File: config.mk
export PLATFORM = sky130hd
export DESIGN_NAME = pto_timer
export DESIGN_NICKNAME = d
export VERILOG_FILES = /design/src/pto_pkg.sv /design/src/pto_edge_sync.sv /design/src/pto_timer.sv
export VERILOG_INCLUDE_DIRS = /design/src
export SDC_FILE = /design/constraint.sdc
export NUM_CORES = 1
export LEC_CHECK = 0
export BUFFER_PORTS_ARGS = -buffer_cell sky130_fd_sc_hd__buf_4
export CAP_MARGIN = 10
export CORE_MARGIN = 3
export CORE_UTILIZATION = 35
export CTS_CLUSTER_DIAMETER = 150
export DETAILED_ROUTE_END_ITERATION = 8
export PLACE_DENSITY_LB_ADDON = 0.25
export SLEW_MARGIN = 30
export SYNTH_ARGS = -nofsm -noshare
export SYNTH_HDL_FRONTEND = slang
export SYNTH_SLANG_ARGS = --single-unit
File: constraint.sdc
create_clock -name mclk -period 7.7 [get_ports mclk]
set_input_delay 0.385 -clock mclk [delete_from_list [all_inputs] [get_ports mclk]]
set_output_delay 0.385 -clock mclk [all_outputs]
set_load 0.1 [all_outputs]
File: src/pto_consts.svh
// constants for the prescaled timer block: offsets, fields, reset values
`ifndef PTO_CONSTS_SVH
`define PTO_CONSTS_SVH
// ==========================================================
// register byte addresses
`define PTO_ADDR_COUNT_LOW 12'hfd2
`define PTO_ADDR_COUNT_HIGH 12'hfd3
`define PTO_ADDR_CTRL_A 12'hfd4
`define PTO_ADDR_CTRL_B 12'hfd5
`define PTO_ADDR_EVENT 12'hfd8
// ==========================================================
// field positions
`define PTO_CA_ENABLE 7
`define PTO_CA_OUTSTATE 5
`define PTO_CA_WIDE 4
`define PTO_CB_ASYNC 4
`define PTO_EV_FLAG 0
`define PTO_EV_ENABLE 1
`define PTO_EV_SLEEP 2
// ==========================================================
// reset values and timing
`define PTO_RESET_BYTE 8'h00
`define PTO_CTRL_A_WMASK 8'hdf
`define PTO_INSTR_DIV 2'h3
`define PTO_APB_SLVERR_ON_MISS 1'b1
`endif

File: src/pto_pkg.sv
// types shared by the prescaled timer block
package pto_pkg;
    typedef enum logic [2:0] {
        PTO_SRC_PIN,
        PTO_SRC_PIN_INV,
        PTO_SRC_INSTR,
        PTO_SRC_FAST_OSC,
        PTO_SRC_SLOW_OSC,
        PTO_SRC_XTAL_OSC,
        PTO_SRC_RSVD6,
        PTO_SRC_RSVD7
    } pto_src_t;
    typedef enum logic [1:0] {
        PTO_APB_IDLE,
        PTO_APB_ACCESS
    } pto_apb_t;
endpackage

File: src/pto_edge_sync.sv
// two-flop synchroniser with rising-edge detect on the second stage
`timescale 1ns/1ps
module pto_edge_sync (
    input wire logic mclk, // system clock
    input wire logic srst, // synchronous reset
    input wire logic din, // level from a foreign source
    output logic level, // synchronised level
    output logic rise // one-cycle pulse on rising edge
);
    import pto_pkg::*;
    typedef struct packed {
        logic stage1;
        logic stage2;
        logic stage3;
    } pto_sync_t;
    pto_sync_t st;
    pto_sync_t next_st;
    always_comb begin
        next_st = st;
        next_st.stage1 = din;
        next_st.stage2 = st.stage1;
        next_st.stage3 = st.stage2;
        if (srst) begin
            next_st = '0;
        end
    end
    always_ff @(posedge mclk) begin
        st <= next_st;
    end
    // first stage only feeds the second
    assign level = st.stage2;
    assign rise = st.stage2 & ~st.stage3;
endmodule // pto_edge_sync

File: src/pto_timer.sv
// prescaled 8/16-bit timer with postscaled output, APB register slave
`timescale 1ns/1ps
`include "pto_consts.svh"
module pto_timer (
    input wire logic mclk, // system clock, 250 MHz
    input wire logic srst, // synchronous reset, active high
    input wire logic psel, // apb select
    input wire logic penable, // apb access phase
    input wire logic pwrite, // apb direction
    input wire logic [11:0] paddr, // apb byte address
    input wire logic [31:0] pwdata, // apb write data
    output logic [31:0] prdata, // apb read data
    output logic pready, // apb ready
    output logic pslverr, // apb error on unmapped address
    input wire logic clkPin, // routed clock pin level
    input wire logic fastOsc, // internal fast oscillator level
    input wire logic slowOsc, // internal slow oscillator level
    input wire logic xtalOsc, // secondary crystal oscillator level
    input wire logic sleepMode, // device is in sleep
    output logic timerOut, // timer output signal
    output logic irqReq, // interrupt request
    output logic wakeReq // wake request out of sleep
);
    import pto_pkg::*;
    // ==========================================================
    // state
    typedef struct packed {
        logic [7:0] countLow;
        logic [7:0] countHigh;
        logic [7:0] highReg;
        logic [7:0] periodBuf;
        logic enable;
        logic wide;
        logic [3:0] postSel;
        logic [2:0] srcSel;
        logic asyncSel;
        logic [3:0] preSel;
        logic [14:0] preCount;
        logic [3:0] postCount;
        logic outLevel;
        logic evFlag;
        logic evEnable;
        logic [1:0] instrDiv;
        logic [31:0] rdata;
        logic ready;
        logic slverr;
        logic irq;
        logic wake;
        pto_apb_t apb;
    } pto_state_t;
    pto_state_t st;
    pto_state_t next_st;
    // ==========================================================
    // helpers
    function automatic logic pre_done(input logic [14:0] cnt,
                                      input logic [3:0] sel);
        logic [14:0] limit;
        limit = 15'((16'h0001 << sel) - 16'h0001);
        pre_done = (cnt == limit);
    endfunction
    function automatic logic [7:0] wbyte(input logic [31:0] d);
        wbyte = d[7:0];
    endfunction
    // ==========================================================
    // source selection and crossing
    logic srcRaw;
    logic srcLevel;
    logic srcRise;
    always_comb begin
        srcRaw = 1'b0;
        case (pto_src_t'(st.srcSel))
            PTO_SRC_PIN: srcRaw = clkPin;
            PTO_SRC_PIN_INV: srcRaw = ~clkPin;
            // phased so its synchronised edge lands on the sampling phase
            PTO_SRC_INSTR: srcRaw = (st.instrDiv == 2'h1);
            PTO_SRC_FAST_OSC: srcRaw = fastOsc;
            PTO_SRC_SLOW_OSC: srcRaw = slowOsc;
            PTO_SRC_XTAL_OSC: srcRaw = xtalOsc;
            default: srcRaw = 1'b0;
        endcase
    end
    // all sources cross into mclk; counting stays in one domain
    pto_edge_sync u_sync (
        .mclk(mclk),
        .srst(srst),
        .din(srcRaw),
        .level(srcLevel),
        .rise(srcRise)
    );
    // ==========================================================
    // next state
    logic setup;
    logic access;
    logic wrLow;
    logic wrHigh;
    logic wrCtrl;
    logic rdLow;
    logic tick;
    logic inTick;
    logic instrPhase;
    logic hit;
    logic [15:0] full;
    always_comb begin
        next_st = st;
        setup = psel & ~penable;
        access = psel & penable & (st.apb == PTO_APB_ACCESS);
        wrLow = access & pwrite & (paddr == `PTO_ADDR_COUNT_LOW);
        wrHigh = access & pwrite & (paddr == `PTO_ADDR_COUNT_HIGH);
        wrCtrl = access & pwrite & ((paddr == `PTO_ADDR_CTRL_A) |
                                    (paddr == `PTO_ADDR_CTRL_B));
        rdLow = access & ~pwrite & (paddr == `PTO_ADDR_COUNT_LOW);
        hit = 1'b0;
        full = {st.countHigh, st.countLow};
        next_st.instrDiv = 2'(st.instrDiv + 2'h1);
        instrPhase = (st.instrDiv == `PTO_INSTR_DIV);
        // sync mode samples edges on the instruction clock only
        if (st.asyncSel) begin
            inTick = srcRise;
        end else begin
            inTick = srcRise & instrPhase & ~sleepMode;
        end
        // async keeps counting through sleep
        tick = 1'b0;
        if (st.enable & inTick) begin
            if (pre_done(st.preCount, st.preSel)) begin
                next_st.preCount = 15'h0000;
                tick = 1'b1;
            end else begin
                next_st.preCount = 15'(st.preCount + 15'h0001);
            end
        end
        if (tick) begin
            if (st.wide) begin
                full = 16'(full + 16'h0001);
                next_st.countLow = full[7:0];
                next_st.countHigh = full[15:8];
                hit = (full == 16'h0000);
            end else if (st.countLow == st.periodBuf) begin
                next_st.countLow = 8'h00;
                next_st.periodBuf = st.highReg;
                hit = 1'b1;
            end else begin
                next_st.countLow = 8'(st.countLow + 8'h01);
            end
        end
        if (hit) begin
            if (st.postCount == st.postSel) begin
                next_st.postCount = 4'h0;
                next_st.outLevel = ~st.outLevel;
                next_st.evFlag = 1'b1;
            end else begin
                next_st.postCount = 4'(st.postCount + 4'h1);
            end
        end
        // ------------------------------------------------------
        // apb slave: one wait-free access phase
        next_st.ready = 1'b0;
        next_st.slverr = 1'b0;
        if (setup) begin
            next_st.apb = PTO_APB_ACCESS;
            next_st.ready = 1'b1;
            next_st.rdata = 32'h00000000;
            if (paddr == `PTO_ADDR_COUNT_LOW) begin
                next_st.rdata[7:0] = st.countLow;
            end else if (paddr == `PTO_ADDR_COUNT_HIGH) begin
                next_st.rdata[7:0] = st.highReg;
            end else if (paddr == `PTO_ADDR_CTRL_A) begin
                next_st.rdata[7:0] = {st.enable, 1'b0, st.outLevel,
                                      st.wide, st.postSel};
            end else if (paddr == `PTO_ADDR_CTRL_B) begin
                next_st.rdata[7:0] = {st.srcSel, st.asyncSel,
                                      st.preSel};
            end else if (paddr == `PTO_ADDR_EVENT) begin
                next_st.rdata[2:0] = {sleepMode, st.evEnable, st.evFlag};
            end else begin
                next_st.slverr = `PTO_APB_SLVERR_ON_MISS;
            end
        end else if (access) begin
            next_st.apb = PTO_APB_IDLE;
        end
        if (rdLow & st.wide) begin
            next_st.highReg = st.countHigh;
        end
        if (wrHigh) begin
            next_st.highReg = wbyte(pwdata);
        end
        if (wrLow) begin
            next_st.countLow = wbyte(pwdata);
            if (st.wide) begin
                next_st.countHigh = st.highReg;
            end
        end
        if (access & pwrite & (paddr == `PTO_ADDR_CTRL_A)) begin
            next_st.enable = pwdata[`PTO_CA_ENABLE];
            next_st.wide = pwdata[`PTO_CA_WIDE];
            next_st.postSel = pwdata[3:0];
        end
        if (access & pwrite & (paddr == `PTO_ADDR_CTRL_B)) begin
            next_st.srcSel = pwdata[7:5];
            next_st.asyncSel = pwdata[`PTO_CB_ASYNC];
            next_st.preSel = pwdata[3:0];
        end
        if (access & pwrite & (paddr == `PTO_ADDR_EVENT)) begin
            next_st.evEnable = pwdata[`PTO_EV_ENABLE];
            // a toggle in the same cycle keeps the flag set
            if (~pwdata[`PTO_EV_FLAG] & ~(hit & (st.postCount ==
                                                st.postSel))) begin
                next_st.evFlag = 1'b0;
            end
        end
        if (wrLow | wrCtrl) begin
            next_st.preCount = 15'h0000;
            next_st.postCount = 4'h0;
        end
        next_st.irq = next_st.evFlag & next_st.evEnable;
        next_st.wake = next_st.evFlag & next_st.evEnable & sleepMode &
                       next_st.asyncSel;
        if (srst) begin
            next_st = '0;
            next_st.apb = PTO_APB_IDLE;
        end
    end
    always_ff @(posedge mclk) begin
        st <= next_st;
    end
    // ==========================================================
    // outputs straight from flops
    assign prdata = st.rdata;
    assign pready = st.ready;
    assign pslverr = st.slverr;
    assign timerOut = st.outLevel;
    assign irqReq = st.irq;
    assign wakeReq = st.wake;
endmodule // pto_timer

==> After elaboration in Yosys (flattened, before gate mapping) <==
Cells that the tools add are included.
{ "word_totals": {"register_bits": 86} }
{ "op_classes": {"muxes": 36, "bitwise_logic": 34, "reduce_logical": 9, "addsub": 6, "n_shift": 1, "n_eq_ne": 15} }
{ "ops": {"columns": ["cell", "count"], "rows": [
  ["$mux W8", 9],
  ["$eq A12 B12 Y1 const B", 5],
  ["$mux W16", 2],
  ["$and A1 B1 Y1", 22],
  ["$add A16 B1 Y16 const B", 1],
  ["$logic_not A16 Y1", 1],
  ["$mux W1", 16],
  ["$add A15 B1 Y15 const B", 1],
  ["$eq A15 B15 Y1", 1],
  ["$mux W15", 1],
  ["$shl A1 B4 Y15 const A", 1],
  ["$sub A15 B1 Y15 const B", 1],
  ["$mux W5", 2],
  ["$not A1 Y1", 10],
  ["$add A8 B1 Y8 const B", 1],
  ["$eq A8 B8 Y1", 1],
  ["$eq A3 B2 Y1 const B", 2],
  ["$eq A3 B3 Y1 const B", 2],
  ["$mux W3", 2],
  ["$pmux W1 S6", 1],
  ["$reduce_bool A2 Y1", 3],
  ["$reduce_or A6 Y1", 1],
  ["$add A4 B1 Y4 const B", 1],
  ["$eq A4 B4 Y1", 1],
  ["other kinds (11)", 13]
]} }

==> Longest topological paths before layout <==
{ "logic_depth": {"ltp_word": 16, "ltp_mapped": 14, "ltp_nobuf": 10} }

==> By module <==
A second synthesis with hierarchy kept.
{ "hier_totals": {"hier_cells": 713, "area_unflattened_um2": 5667.9} }
{ "by_module_without_submodules": {"columns": ["mod", "seq_area_each_um2", "instances", "area_each_um2", "cells_each"], "rows": [
  ["pto_timer", 1661.6, 1, 5580.4, 706],
  ["pto_edge_sync", 60.1, 1, 87.6, 7]
]} }

==> Worst setup path after synthesis <==
Ideal clock, no wire load.
{ "synth_path": {"path_type": "register to register", "startpoint": "reg st[64] in the netlist's numbering", "endpoint": "reg st[104] in the netlist's numbering", "stages_incl_launch_ff": 13, "slack_ns": 4.641, "period_less_slack_ns": 3.059, "setup_ns": 0.074, "path_buffers": 2, "arrival_time_ns": 2.985, "t_required_ns": 7.626, "cell_sequence": "dfxtp_1 buf_6 nor3_1 nand2_1 ha_1 buf_2 nor4b_1 o2bb2ai_1 a211oi_1 nor3_2 nand3_4 or4_1 a31oi_1"} }
{ "synth_between": {"elab_chain_len": 6} }
{ "synth_rtl": {"columns": ["element", "line", "source"], "rows": [
  ["from (decl)", "pto_timer.sv:51", "pto_state_t st;"],
  ["from (signal assigned)", "pto_timer.sv:224", "st <= next_st;"],
  ["$shl A1 B4 Y15", "pto_timer.sv:58", "limit = 15'((16'h0001 << sel) - 16'h0001);"],
  ["$sub A15 B1 Y15", "pto_timer.sv:58", null],
  ["$eq A15 B15 Y1", "pto_timer.sv:59", "pre_done = (cnt == limit);"],
  ["$mux W1", "pto_timer.sv:125", "if (pre_done(st.preCount, st.preSel)) begin"],
  ["$mux W1", "pto_timer.sv:124", "if (st.enable & inTick) begin"],
  ["$reduce_bool A2 Y1 (no line)", null, null]
]} }
No other way between the ends.
A chain may end at the register's enable or synchronous reset.

==> Worst setup path after layout <==
{ "layout_path": {"startpoint": "reg st[64] in the netlist's numbering", "endpoint": "reg st[102] in the netlist's numbering"} }
Same word-level chain as after synthesis.

==> out/results.txt <==
The run finished with clean final reports. Across the VDD grid, the largest voltage drop is 0.1149 mV. The tightest min-delay check is of the input port to flip-flop type. The setup slack of the critical path after layout was 3.498 ns.

The first TritonRoute pass finished after 5 iterations. The tools report the critical path endpoint category as a flip-flop. For this block, the routed nets add up to 15850 um of wire. In this run the critical register-to-register path is captured at st[102]$_SDFFE_PP0P_. Detailed placement ended at an HPWL of 11240 um. The launch point of the worst path was st[64]$_SDFFE_PP0P_.

After floorplanning, the core was divided into 45 placement rows. The tightest hold margin was 0.2462 ns; the area inside the core boundary was 15370 um^2. Utilization after layout: 0.3964.

Clock tree synthesis found a total of 86 sinks. The tools report the count of endpoints failing hold in the final timing report as 0. The master cell of the clock root buffer was sky130_fd_sc_hd__clkbuf_16.

Counting cells, the worst reg-to-reg path comes to 10. The logs give 0.3092 for the sequential element share of the synthesized area and 3.381 ns for the worst setup timing slack at the placement stage. Following the worst setup path forward leads to its endpoint at st[102]$_SDFFE_PP0P_.

The largest stage delay on the critical path is 0.84 ns. The total vias in the final route was 5033; the maximum number of pins on one net before global-route repair was 68. From synthesis to final layout, the design area changed by 9.438%. During placement, the flow inserted port buffers numbering 42.

In this run the most critical hold path is launched from penable. The vertical die dimension is 132.1 um, and the first-iteration detailed-routing DRC count is 405. The post-route minimum period is 4.202 ns, and the first-pass GRT wire length is 25140 um.

The total I/O pin count came out at 91. The logs give 2 for the buffer depth of the longest clock path and 4743 for the via count of the first global-routing pass. The final clock period utilization by the worst path is 0.5457, and the routed wire length per instance is 17.59 um. The ratio of cells with drive above 1 in the final layout was 0.1261. Setup repair after global routing left no endpoint under its margin. The tools report the synthesized instance count as 691. The filler cells instantiated in the layout total 1565.

The required arrival time at the worst endpoint was 8.00 ns. In this run the critical register-to-register path is launched from st[64]$_SDFFE_PP0P_. Counting flops with a built-in enable in the synthesized netlist gives 0. The die area is 17460 um^2. The cts-stage hold buffer count came out at 0. Master of the slowest instance on the critical path: sky130_fd_sc_hd__dfxtp_1. The total CTS buffers is 9. Grouping stages by cell kind, the critical path spends the most delay in simple AND/OR/NAND/NOR gates. For this design the static power due to leakage is 2.254 nW.

Logic depth of the worst path, buffers included: 10. 0 antenna diodes ended up in the layout. Yosys printed 0 warnings. The total overflow left after global routing is 0.

The signal on the critical path passes through nor3_1, nand2_1, ha_1, xnor2_1, xnor2_1, a221o_1, nor3_2, nand3_4, nor4_1, a221o_1. Each instance of the synthesized netlist takes up on average 8.058 um^2. For the remaining antenna violation count after routing, the log shows 0. Based on the critical path, the design can be clocked at up to 238.0 MHz.

The completed layout was analyzed and its total power is 0.001013 W. By startpoint and endpoint, the worst setup path is classified as flip-flop to flip-flop. For the worst-skew pair, the clock arrives at the later sink with an insertion delay of 0.35 ns.

The via-per-instance ratio is 5.586. The dominant synthesized flop cell is sky130_fd_sc_hd__dfxtp_1. The final worst clock skew came out at 0.008287 ns. The netlist uses 83 different library cells. Routability-driven placement finished with a final weighted congestion of 0.8982. Summed over all failing endpoints, the final setup total negative slack is 0 ns. In this run the cell area of the synthesized design comes to 5568 um^2. The number of pins with negative max-slew slack in the final report was 0; the number of post-CTS setup repair buffers was 0.

The actual transition at the worst max-transition pin works out to 0.9627 ns. The run gives 746 as the post-layout net count. The tool flagged a number of max-cap violations equal to 0. The quantity of gates resized following cts came out at 0. STA classifies the critical path startpoint as a flip-flop. The number of antenna violations at the first check in global routing was 0; the die extent in x was 132.1 um. The arrival time reported for the critical path endpoint is 4.50 ns, and the number of remaining DRC errors is 0. Counting both buffers and inverters, the worst setup path holds a total of 0. The logs give 0.3543 for the tightest slew margin relative to the limit and 0.3622 for the starting density of the core. In this run, synthesis produced a sequential element count of 86.

The total routing resource utilization after global routing is 0.1766. Setup violations remaining at the end of the flow were counted as 0. The post-synthesis async set-or-reset flop share works out to 0. The reg2reg setup slack was 3.50 ns; the clock-pin transition on the worst setup and hold timing paths was 0.07 ns.

Power density normalized to cell area: 166.3 nW/um^2. TritonCTS built the clock tree. The worst-path maximum fanout came out at 24. For the number of levels in the clock H-tree, the log shows 3.
==> final cells by class <==
type / count / area [um^2] / area share
clock buffer: 10 / 239.0 / 0.03922
clock inverter: 6 / 76.32 / 0.01253
timing repair buffer: 44 / 330.3 / 0.05421
tap: 211 / 264.0 / 0.04333
multi-input combinational: 531 / 3412 / 0.5600
inverter: 13 / 48.80 / 0.008008
sequential: 86 / 1723 / 0.2828
==> registers in the layout, indices dropped and copies added (netlist names), named ones only <==
register / count
pslverr: 1
timerOut: 1
wakeReq: 1
st: 62
prdata: 8
u_sync.st: 2
pready: 1
irqReq: 1
u_sync.level: 1
==> cell usage after synthesis (all sizes together), types with 16 or more instances <==
cell | n | area, um^2
dfxtp | 86 | 1722
nor2 | 77 | 289.0
nand2 | 55 | 206.5
buf | 49 | 347.8
a21oi | 42 | 210.2
clkbuf | 35 | 132.6
xnor2 | 30 | 262.8
nand3 | 25 | 137.6
mux2i | 23 | 230.2
nor3 | 20 | 121.4
xor2 | 17 | 148.9
a211oi | 16 | 120.1
nor2b | 16 | 100.1
==> cell families (layout without fill, tap and decap cells) <==
group | Yosys count | after routing | share of synthesized area
other cells | 1 | 24 | 0.0006735
simple gates | 275 | 275 | 0.2605
compound gates | 153 | 153 | 0.1996
mux | 25 | 25 | 0.04539
flops | 86 | 86 | 0.3092
fa+ha+maj | 7 | 7 | 0.01573
buf+inv | 97 | 73 | 0.09505
xor+xnor | 47 | 47 | 0.07393
==> report_power, final <==
part | internal (W) | total [W] | switching [W] | leakage (nW)
combinational | 0.0000159 | 0.0000943 | 0.0000784 | 1.40
sequential | 0.000447 | 0.000448 | 0.00000127 | 0.695
clock | 0.000266 | 0.000471 | 0.000204 | 0.156
==> routing by layer <==
metal  track usage  routed length, um
met2        0.2700               7118
met1        0.2468               7366
met4       0.06884                412
met3       0.03206                947
met5             0                  0
==> worst register-to-register path, stage by stage, from the launching register on <==
cell and delay [ns]:
sky130_fd_sc_hd__dfxtp_1 0.84, sky130_fd_sc_hd__nor3_1 0.23, sky130_fd_sc_hd__nand2_1 0.14, sky130_fd_sc_hd__ha_1 0.62
sky130_fd_sc_hd__xnor2_1 0.17, sky130_fd_sc_hd__xnor2_1 0.15, sky130_fd_sc_hd__a221o_1 0.29, sky130_fd_sc_hd__nor3_2 0.55
sky130_fd_sc_hd__nand3_4 0.36, sky130_fd_sc_hd__nor4_1 0.56, sky130_fd_sc_hd__a221o_1 0.23
==> through the flow <==
stage	instance area (um^2)	std cells
4_1_cts	6086	901
2_1_floorplan	5654	714
5_1_grt	6093	901
3_3_place_gp	5768	885
6_report	6093	901
3_5_place_dp	5771	885
==> worst min-delay path by stage <==
stage,end,slack [ns],cells after the start
floorplan,u_sync.level$_SDFF_PP0_,0.41,1
global placement,u_sync.level$_SDFF_PP0_,0.43,1
detailed placement,u_sync.level$_SDFF_PP0_,0.44,1
CTS,st[0]$_SDFFE_PP0P_,0.23,2
global route,st[0]$_SDFFE_PP0P_,0.25,2
finish,st[0]$_SDFFE_PP0P_,0.25,2
==> placed cells by master (no fill, tap or decap), types with 16 or more instances in the layout <==
| master | n |
|---|---|
| sky130_fd_sc_hd__nand3_1 | 24 |
| sky130_fd_sc_hd__nor3_1 | 17 |
| sky130_fd_sc_hd__nand2_1 | 55 |
| sky130_fd_sc_hd__xnor2_1 | 30 |
| sky130_fd_sc_hd__mux2i_1 | 23 |
| sky130_fd_sc_hd__a21oi_1 | 42 |
| sky130_fd_sc_hd__xor2_1 | 17 |
| sky130_fd_sc_hd__dfxtp_1 | 85 |
| sky130_fd_sc_hd__conb_1 | 24 |
| sky130_fd_sc_hd__buf_4 | 44 |
| sky130_fd_sc_hd__a211oi_1 | 16 |
| sky130_fd_sc_hd__nor2b_1 | 16 |
| sky130_fd_sc_hd__nor2_1 | 76 |
No activity file was read; power rests on OpenSTA's default activity.
